[config.mk]
export PLATFORM = sky130hd
export DESIGN_NAME = cbcfg_regs
export DESIGN_NICKNAME = d
export VERILOG_FILES = /design/src/cbcfg_pkg.sv /design/src/cbcfg_regs.sv
export VERILOG_INCLUDE_DIRS = /design/src
export SDC_FILE = /design/constraint.sdc
export NUM_CORES = 1
export LEC_CHECK = 0
export BUFFER_PORTS_ARGS = -buffer_cell sky130_fd_sc_hd__buf_4
export CAP_MARGIN = 30
export CORE_MARGIN = 2
export CORE_UTILIZATION = 50
export CTS_CLUSTER_SIZE = 8
export DETAILED_ROUTE_END_ITERATION = 10
export GPL_TIMING_DRIVEN = 1
export PLACE_DENSITY = 0.74
export SETUP_SLACK_MARGIN = 0.05
export SLEW_MARGIN = 25
export SYNTH_ARGS = -nofsm -noshare
export SYNTH_HDL_FRONTEND = slang
export SYNTH_SLANG_ARGS = --single-unit
[constraint.sdc]
create_clock -name clk_sys -period 3.05 [get_ports clk_sys]
set_input_delay 0.915 -clock clk_sys [delete_from_list [all_inputs] [get_ports clk_sys]]
set_output_delay 0.915 -clock clk_sys [all_outputs]
set_load 0.01 [all_outputs]
[src/cbcfg_consts.svh]
// Offsets, field positions, reset values and sizes for the clock buffer configuration bytes
`ifndef CBCFG_CONSTS_SVH
`define CBCFG_CONSTS_SVH

// ==========================================================================
// Byte locations
`define CBCFG_OFS_PLL_AMP      8'h01
`define CBCFG_OFS_SLEW         8'h02
`define CBCFG_OFS_FREQ         8'h03
`define CBCFG_OFS_RSVD4        8'h04
`define CBCFG_OFS_REV_VEND     8'h05
`define CBCFG_OFS_DEV_TYPE     8'h06
`define CBCFG_OFS_RSVD7        8'h07

// ==========================================================================
// Field positions
`define CBCFG_B1_RB_HI         7
`define CBCFG_B1_RB_LO         6
`define CBCFG_B1_SW_EN         5
`define CBCFG_B1_SEL_HI        4
`define CBCFG_B1_SEL_LO        3
`define CBCFG_B1_RSVD          2
`define CBCFG_B1_SWING_HI      1
`define CBCFG_B1_SWING_LO      0
`define CBCFG_B3_FREQ_EN       5
`define CBCFG_B3_FREQ_HI       4
`define CBCFG_B3_FREQ_LO       3
`define CBCFG_B3_FB_SLEW       0

// ==========================================================================
// Power-up values
`define CBCFG_RST_SW_EN        1'b0
`define CBCFG_RST_SW_SEL       2'h0
`define CBCFG_RST_SWING        2'h2
`define CBCFG_RST_SLEW         8'hFF
`define CBCFG_RST_FREQ_EN      1'b0
`define CBCFG_RST_FREQ_SEL     2'h0
`define CBCFG_RST_FB_SLEW      1'b1
`define CBCFG_RST_RSVD_BIT     1'b1
`define CBCFG_RST_RSVD4        8'hFF
`define CBCFG_RST_B3_RSVD      8'hFF
`define CBCFG_RST_RSVD7        8'h08
`define CBCFG_ZERO_BYTE        8'h00

// ==========================================================================
// Block transfer
`define CBCFG_CNT_ONE          8'h01
`define CBCFG_LOC_ONE          8'h01

`endif

[src/cbcfg_pkg.sv]
// Types shared by the clock buffer configuration register bank
`default_nettype none
package cbcfg_pkg;

  typedef enum logic [1:0] {
    CBCFG_ST_IDLE,
    CBCFG_ST_WRITE,
    CBCFG_ST_READ
  } cbcfg_xfer_e;

  typedef struct packed {
    cbcfg_xfer_e xfer;
    logic [7:0]  loc;
    logic [7:0]  remain;
    logic [7:0]  rdData;
    logic        rdValid;
    logic        swOverrideEn;
    logic [1:0]  swModeSel;
    logic [1:0]  swingSel;
    logic [7:0]  edgeSpeed;
    logic        freqSelEn;
    logic [1:0]  freqChoice;
    logic        feedbackEdgeSpeed;
    logic [1:0]  strapMode;
    logic        strapTaken;
  } cbcfg_state_s;

endpackage : cbcfg_pkg
`default_nettype wire

[src/cbcfg_regs.sv]
// Configuration and identification bytes 1 to 7 behind the serial management bus engine
// ==========================================================================
// What this block does
// - Byte 1 bits 7:6 read back PLL mode latched from strap at power-up.
// - Byte 1 bit 5 picks mode source: 0 strap bits, 1 software bits 4:3.
// - Software PLL mode bits reset to 0, ignored unless byte 1 bit 5 set.
// - Byte 1 bits 1:0 select output swing, power-up value 10.
// - Byte 2 bit n sets output n slew, 1 fast, resets all ones.
// - Byte 3 bit 5 enables software frequency select, resets to 0.
// - Byte 3 bits 4:3 frequency select reset 0, ignored unless bit 5 set.
// - Byte 3 bit 0 sets feedback slew, 1 fast, power-up value 1.
// - Byte 5 read-only: revision code high nibble, vendor code low nibble.
// - Byte 6 read-only: device type bits 7:6, device identifier bits 5:0.
// - Host uses block write/read with start location and count, may stop anytime.
`timescale 1ns/1ns
`default_nettype none
`include "cbcfg_consts.svh"

module cbcfg_regs #(
  parameter logic [3:0] REVISION_CODE = 4'h1, // Arbitrary value
  parameter logic [3:0] VENDOR_CODE   = 4'h5, // Arbitrary value
  parameter logic [1:0] PART_CATEGORY = 2'h1, // 01 zero-delay buffer
  parameter logic [5:0] PART_CODE     = 6'h2A // Arbitrary value
) (
  input  wire logic       clk_sys,
  input  wire logic       nrst,
  input  wire logic [1:0] pllStrapMode,
  input  wire logic       xferStart,
  input  wire logic       xferWrite,
  input  wire logic [7:0] xferLoc,
  input  wire logic [7:0] xferCount,
  input  wire logic       xferStop,
  input  wire logic       wrValid,
  input  wire logic [7:0] wrData,
  output logic            wrReady,
  input  wire logic       rdReq,
  output logic            rdValid,
  output logic [7:0]      rdData,
  output logic            xferBusy,
  output logic [1:0]      pllModeEff,
  output logic [1:0]      swingSel,
  output logic [7:0]      edgeSpeed,
  output logic            freqSelEn,
  output logic [1:0]      freqChoice,
  output logic            feedbackEdgeSpeed
);

  cbcfg_pkg::cbcfg_state_s st_q;
  cbcfg_pkg::cbcfg_state_s st_d;
  logic                    startTake;
  logic                    xferEnd;
  logic                    wrTake;
  logic                    rdTake;

  // ==========================================================================
  // Transfer events
  // A stop or an exhausted count closes the transfer before any further byte is taken
  assign startTake = xferStart && st_q.strapTaken && (st_q.xfer == cbcfg_pkg::CBCFG_ST_IDLE);
  assign xferEnd   = xferStop || (st_q.remain == `CBCFG_ZERO_BYTE);
  assign wrTake    = wrValid && !xferEnd && (st_q.xfer == cbcfg_pkg::CBCFG_ST_WRITE);
  assign rdTake    = rdReq && !xferEnd && (st_q.xfer == cbcfg_pkg::CBCFG_ST_READ);

  // ==========================================================================
  // Byte 1 and byte 3 images
  // Readback shows the latched strap, not the effective mode
  function automatic logic [7:0] modeImage(input cbcfg_pkg::cbcfg_state_s s);
    logic [7:0] b;
    b                                        = `CBCFG_ZERO_BYTE;
    b[`CBCFG_B1_RB_HI:`CBCFG_B1_RB_LO]       = s.strapMode;
    b[`CBCFG_B1_SW_EN]                       = s.swOverrideEn;
    b[`CBCFG_B1_SEL_HI:`CBCFG_B1_SEL_LO]     = s.swModeSel;
    b[`CBCFG_B1_RSVD]                        = `CBCFG_RST_RSVD_BIT;
    b[`CBCFG_B1_SWING_HI:`CBCFG_B1_SWING_LO] = s.swingSel;
    return b;
  endfunction : modeImage

  // Stored frequency bits show even while the enable is off
  function automatic logic [7:0] freqImage(input cbcfg_pkg::cbcfg_state_s s);
    logic [7:0] b;
    b                                      = `CBCFG_RST_B3_RSVD;
    b[`CBCFG_B3_FREQ_EN]                   = s.freqSelEn;
    b[`CBCFG_B3_FREQ_HI:`CBCFG_B3_FREQ_LO] = s.freqChoice;
    b[`CBCFG_B3_FB_SLEW]                   = s.feedbackEdgeSpeed;
    return b;
  endfunction : freqImage

  // ==========================================================================
  // Write decode: only writable fields take the byte
  function automatic cbcfg_pkg::cbcfg_state_s writeByte(
    input cbcfg_pkg::cbcfg_state_s s,
    input logic [7:0]              loc,
    input logic [7:0]              d
  );
    cbcfg_pkg::cbcfg_state_s n;
    n = s;
    if (loc == `CBCFG_OFS_PLL_AMP) begin
      n.swOverrideEn = d[`CBCFG_B1_SW_EN];
      n.swModeSel    = d[`CBCFG_B1_SEL_HI:`CBCFG_B1_SEL_LO];
      n.swingSel     = d[`CBCFG_B1_SWING_HI:`CBCFG_B1_SWING_LO];
    end else if (loc == `CBCFG_OFS_SLEW) begin
      n.edgeSpeed = d;
    end else if (loc == `CBCFG_OFS_FREQ) begin
      n.freqSelEn         = d[`CBCFG_B3_FREQ_EN];
      n.freqChoice        = d[`CBCFG_B3_FREQ_HI:`CBCFG_B3_FREQ_LO];
      n.feedbackEdgeSpeed = d[`CBCFG_B3_FB_SLEW];
    end
    // Readback, identity and reserved bits are never stored, so writes there change nothing
    return n;
  endfunction : writeByte

  // ==========================================================================
  // Read decode, shared by read path
  function automatic logic [7:0] readByte(input cbcfg_pkg::cbcfg_state_s s, input logic [7:0] loc);
    logic [7:0] b;
    b = `CBCFG_ZERO_BYTE;
    if (loc == `CBCFG_OFS_PLL_AMP) begin
      b = modeImage(s);
    end else if (loc == `CBCFG_OFS_SLEW) begin
      b = s.edgeSpeed;
    end else if (loc == `CBCFG_OFS_FREQ) begin
      b = freqImage(s);
    end else if (loc == `CBCFG_OFS_RSVD4) begin
      b = `CBCFG_RST_RSVD4;
    end else if (loc == `CBCFG_OFS_REV_VEND) begin
      b = {REVISION_CODE, VENDOR_CODE};
    end else if (loc == `CBCFG_OFS_DEV_TYPE) begin
      b = {PART_CATEGORY, PART_CODE};
    end else if (loc == `CBCFG_OFS_RSVD7) begin
      b = `CBCFG_RST_RSVD7;
    end
    return b;
  endfunction : readByte

  // ==========================================================================
  // Next state
  always_comb begin
    st_d         = st_q;
    st_d.rdValid = 1'b0;
    // Strap is caught on the first clock after reset release, never under reset itself
    if (!st_q.strapTaken) begin
      st_d.strapMode  = pllStrapMode;
      st_d.strapTaken = 1'b1;
    end
    case (st_q.xfer)
      cbcfg_pkg::CBCFG_ST_IDLE: begin
        if (startTake) begin
          st_d.loc    = xferLoc;
          st_d.remain = xferCount;
          st_d.xfer   = xferWrite ? cbcfg_pkg::CBCFG_ST_WRITE : cbcfg_pkg::CBCFG_ST_READ;
        end
      end
      cbcfg_pkg::CBCFG_ST_WRITE: begin
        if (xferEnd) begin
          st_d.xfer = cbcfg_pkg::CBCFG_ST_IDLE;
        end else if (wrTake) begin
          st_d        = writeByte(st_d, st_q.loc, wrData);
          st_d.loc    = 8'(st_q.loc + `CBCFG_LOC_ONE);
          st_d.remain = 8'(st_q.remain - `CBCFG_CNT_ONE);
        end
      end
      cbcfg_pkg::CBCFG_ST_READ: begin
        if (xferEnd) begin
          st_d.xfer = cbcfg_pkg::CBCFG_ST_IDLE;
        end else if (rdTake) begin
          st_d.rdData  = readByte(st_q, st_q.loc);
          st_d.rdValid = 1'b1;
          st_d.loc     = 8'(st_q.loc + `CBCFG_LOC_ONE);
          st_d.remain  = 8'(st_q.remain - `CBCFG_CNT_ONE);
        end
      end
      default: begin
        st_d.xfer = cbcfg_pkg::CBCFG_ST_IDLE;
      end
    endcase
  end

  // ==========================================================================
  // State register
  always_ff @(posedge clk_sys or negedge nrst) begin
    if (!nrst) begin
      st_q.xfer              <= cbcfg_pkg::CBCFG_ST_IDLE;
      st_q.loc               <= `CBCFG_ZERO_BYTE;
      st_q.remain            <= `CBCFG_ZERO_BYTE;
      st_q.rdData            <= `CBCFG_ZERO_BYTE;
      st_q.rdValid           <= 1'b0;
      st_q.swOverrideEn      <= `CBCFG_RST_SW_EN;
      st_q.swModeSel         <= `CBCFG_RST_SW_SEL;
      st_q.swingSel          <= `CBCFG_RST_SWING;
      st_q.edgeSpeed         <= `CBCFG_RST_SLEW;
      st_q.freqSelEn         <= `CBCFG_RST_FREQ_EN;
      st_q.freqChoice        <= `CBCFG_RST_FREQ_SEL;
      st_q.feedbackEdgeSpeed <= `CBCFG_RST_FB_SLEW;
      st_q.strapMode         <= `CBCFG_RST_SW_SEL;
      st_q.strapTaken        <= 1'b0;
    end else begin
      st_q <= st_d;
    end
  end

  // ==========================================================================
  // Bus-side outputs
  assign wrReady  = (st_q.xfer == cbcfg_pkg::CBCFG_ST_WRITE) && (st_q.remain != `CBCFG_ZERO_BYTE);
  assign rdValid  = st_q.rdValid;
  assign rdData   = st_q.rdData;
  assign xferBusy = (st_q.xfer != cbcfg_pkg::CBCFG_ST_IDLE) || !st_q.strapTaken;

  // ==========================================================================
  // Configuration outputs toward the PLL and output drivers
  // Software mode bits reach the PLL only when the override is on
  assign pllModeEff        = st_q.swOverrideEn ? st_q.swModeSel : st_q.strapMode;
  assign swingSel          = st_q.swingSel;
  // One slew bit per differential output, bit n to output n
  generate
    for (genvar gOut = 0; gOut < $bits(edgeSpeed); gOut++) begin : g_slew
      assign edgeSpeed[gOut] = st_q.edgeSpeed[gOut];
    end
  endgenerate
  assign freqSelEn         = st_q.freqSelEn;
  // Gated to zero while disabled so downstream uses its non-software source
  assign freqChoice        = st_q.freqSelEn ? st_q.freqChoice : `CBCFG_RST_FREQ_SEL;
  assign feedbackEdgeSpeed = st_q.feedbackEdgeSpeed;

endmodule : cbcfg_regs
`default_nettype wire

==> impl_metrics.yaml <==
critical_path:
  regToRegStartpoint: "st_q[29]"
  reg2reg_to: "st_q[5]"
  crit_type: "reg -> out"
  reg2regPathDepth: 7
  startpoint_type: "register"
  r2r_slack_ns: 0.79
  cp.required_ns: 2.13
  crit_fanout: 5
  critPathCaptureType: "primary output"
  arrival_ns: 1.91
floorplan:
  dieArea_um2: 6240
  die_x_um: 79.0
  start_util_pct: 51.3
  core-area_um2: 5470
  pin_count: 60
  rows: 27
  die_y_um: 79.0
timing:
  tightest_slew_ns: 0.584
  drv_slew: 0
  rsz0062_at_grt: "false"
  max_freq_mhz: 353
  hold_viol: 0
  final.setup_skew_ns: 0.00459
  setup_viol: 0
  fin_tns_setup_ns: 0
  max-slew-margin-rel_pct: 61.1
  min_period_over_period_pct: 92.8
  postLayoutSetupSlackWorst_ns: 0.220
  period_needed_ns: 2.83
min_path:
  whs_path_depth: 2
  hp-class: "reg -> reg"
  min-delay-start: "rdData[6]"
  min_to: "rdData[6]"
synthesis:
  synthSimpleGateAreaFrac_pct: 16.7
  yosys.area_share.xor_xnor_pct: 0
  synth_fa_ha_area_share_pct: 4.45
  syn-cell-area_um2: 2810
  postSynthCellCount: 289
  synth_top_family_by_area: "compound AO/OA/AOI/OAI gates"
  ys_ff_latch: 47
  yosys.cell_types.count: 46
  synth_top_area_share_pct: 32.9
  syn-num-nets: 332
  yosys_most_used_dff: "dfrtp_1"
  synth_edf_count: 0
  synth_commonest_cells: "dfrtp_1, o21ai_0, mux2_2"
  netlist_top_cells_area: "dfrtp_1, dfstp_2, mux2_2"
  yosysSeqAreaShare_pct: 42.3
  ys_async_sr_fraction_pct: 100
  syn_area_per_cell_um2: 9.72
  yosysWarnings: 0
  yosysTopAreaCell: "dfrtp_1"
  synth_compound_area_share_pct: 18.6
  synth_mux_area_share_pct: 9.13
  synth_most_common_cell: "dfrtp_1"
power_and_ir_drop:
  irDropWorstVdd_mv: 0.372
  seqPwrFrac_pct: 36.9
  p_per_area_nw_per_um2: 857
  power_leakage_nw: 1.47
  p_sw_share_pct: 43.2
  clkPwrFrac_pct: 14.2
  p_int_mw: 1.60
  power_frac_comb_pct: 48.8
  p_sw_mw: 1.22
placement:
  place_ws_ns: 0.497
  portBuffers: 59
  dp_hpwl_mm: 4.51
  place_congestion: 0.892
clock_tree:
  insertion_delay_ns: 0.30
  htree_levels: 2
  max-clock-path-buffers: 2
  path_clk_slew_ns: 0.09
  cts_num_sinks: 47
  cts_root_buf: "clkbuf_8"
  cts_tree: "done"
  cts_buffers: 5
grt:
  overflow: 0
  grt_pass1_wl_mm: 10.5
  first_global_vias: 2250
  grt_max_degree: 48
  antenna_found_initial: 0
  grtUsageTotal_pct: 21.0
routing:
  via_per_inst: 5.65
  drt_iter0_drc: 142
  drt-pass1-iter-count: 4
  avgRoutedWirePerCell_um: 15.0
  drc_errors: 0
  routed_wl_mm: 6.05
  antenna_left: 0
  num_vias: 2284
job:
  maxCapViolations: 0
cells_and_area:
  drive_gt1_share_pct: 34.3
  area_delta_synth_final_pct: 16.9
  num_antenna_cells: 0
  n_fill_cell: 500
  finalNetCount: 374
outcome:
  status: "complete, no violations"
==> critical path: stages, from the launching register on <==
cell and delay (ns):
dfrtp_1 0.42, inv_1 0.13, ha_1 0.19, or4b_4 0.52, nor2_4 0.16, nor2b_1 0.06
buf_4 0.14
==> through the flow <==
step / std cells / area (um^2) / hold slack [ns] / util, % / total power, mW
3_5_place_dp: 396 / 3180 / 0.470 / 58.1 / 2.42
6_report: 404 / 3290 / 0.487 / 60.0 / 2.82
3_3_place_gp: 396 / 3180 / 0.467 / 58.1 / 2.39
4_1_cts: 404 / 3280 / 0.492 / 59.9 / 2.83
5_1_grt: 404 / 3290 / 0.510 / 60.0 / 3.08
2_1_floorplan: 289 / 2810 / 0.444 / - / 2.09
==> what timing repair did <==
action / in CTS / in global routing
hold buffers: 0 / 0
buffers inserted: 0 / 0
endpoints found under the setup margin: 0 / 1
resized for setup: 0 / 1
==> routing by layer <==
metal / routed length (um) / share of wire (%) / vias up / GRT usage, %
li1: - / - / 1114 / -
met3: 296 / 4.9 / 9 / 3.41
met4: 77 / 1.3 / 0 / 5.34
met2: 2960 / 49 / 61 / 35.7
met5: 0 / 0 / - / 0
met1: 2710 / 45 / 1100 / 27.9
==> area by class of cell <==
| cell class | instances | area, um^2 | share of cell area [%] |
|---|---|---|---|
| tap | 72 | 90.1 | 2.74 |
| inverter | 16 | 60.1 | 1.83 |
| clock inverter | 2 | 16.3 | 0.495 |
| sequential | 47 | 1190 | 36.2 |
| timing repair buffer | 62 | 465 | 14.2 |
| clock buffer | 6 | 82.6 | 2.51 |
| multi-input combinational | 199 | 1380 | 42.1 |
==> sequential cells by signal, summed over array words and instances, names as in the netlist <==
register	flops
rdValid	1
rdData	8
st_q	26
edgeSpeed	8
freqSelEn	1
feedbackEdgeSpeed	1
swingSel	2
==> power groups by stage <==
stage	sequential, mW	combinational, mW	clock (mW)
floorplan	0.986	1.10	0
global placement	1.04	1.35	0
detailed placement	1.05	1.37	0
CTS	1.04	1.37	0.415
global route	1.08	1.56	0.442
finish	1.04	1.37	0.401
==> layout by cell type, fill, tap and decap left out, types with 2 or more instances in the layout <==
master | synthesis | layout
mux2_2 | 21 | 21
nand2_1 | 19 | 19
and2_1 | 2 | 2
nand3b_1 | 2 | 2
nand3_1 | 6 | 6
o22ai_1 | 6 | 6
dfstp_2 | 10 | 10
a21oi_1 | 19 | 19
nor2_4 | 1 | 2
inv_1 | 16 | 16
nor4_1 | 3 | 3
nor2b_1 | 5 | 5
a211oi_1 | 4 | 4
mux2i_1 | 2 | 2
ha_1 | 10 | 10
nor3_1 | 7 | 7
clkbuf_8 | 0 | 6
a221oi_1 | 3 | 3
buf_4 | 18 | 62
o21ai_0 | 28 | 28
nand3_4 | 2 | 2
dfrtp_1 | 37 | 37
o211ai_1 | 3 | 3
a22oi_1 | 3 | 3
nand2b_1 | 4 | 4
o31ai_1 | 4 | 4
nor2_1 | 20 | 20
a21boi_0 | 2 | 2
a32oi_1 | 7 | 7
==> worst max-delay path by stage <==
stage | startpoint | end | slack, ns
6_report | st_q[29] | wrReady | 0.22
3_5_place_dp | st_q[29] | wrReady | 0.50
4_1_cts | st_q[29] | wrReady | 0.15
2_1_floorplan | st_q[29] | wrReady | 0.73
3_3_place_gp | st_q[29] | wrReady | 0.55
5_1_grt | st_q[29] | wrReady | 0.11
==> logic make-up after synthesis <==
logic type | count (synthesis)
DFF | 47
AOI/OAI and AO/OA | 83
other | 1
and+or+nand+nor | 82
muxes | 23
adders and majority gates | 10
buffers and inverters | 43
No activity file was read; power rests on OpenSTA's default activity.
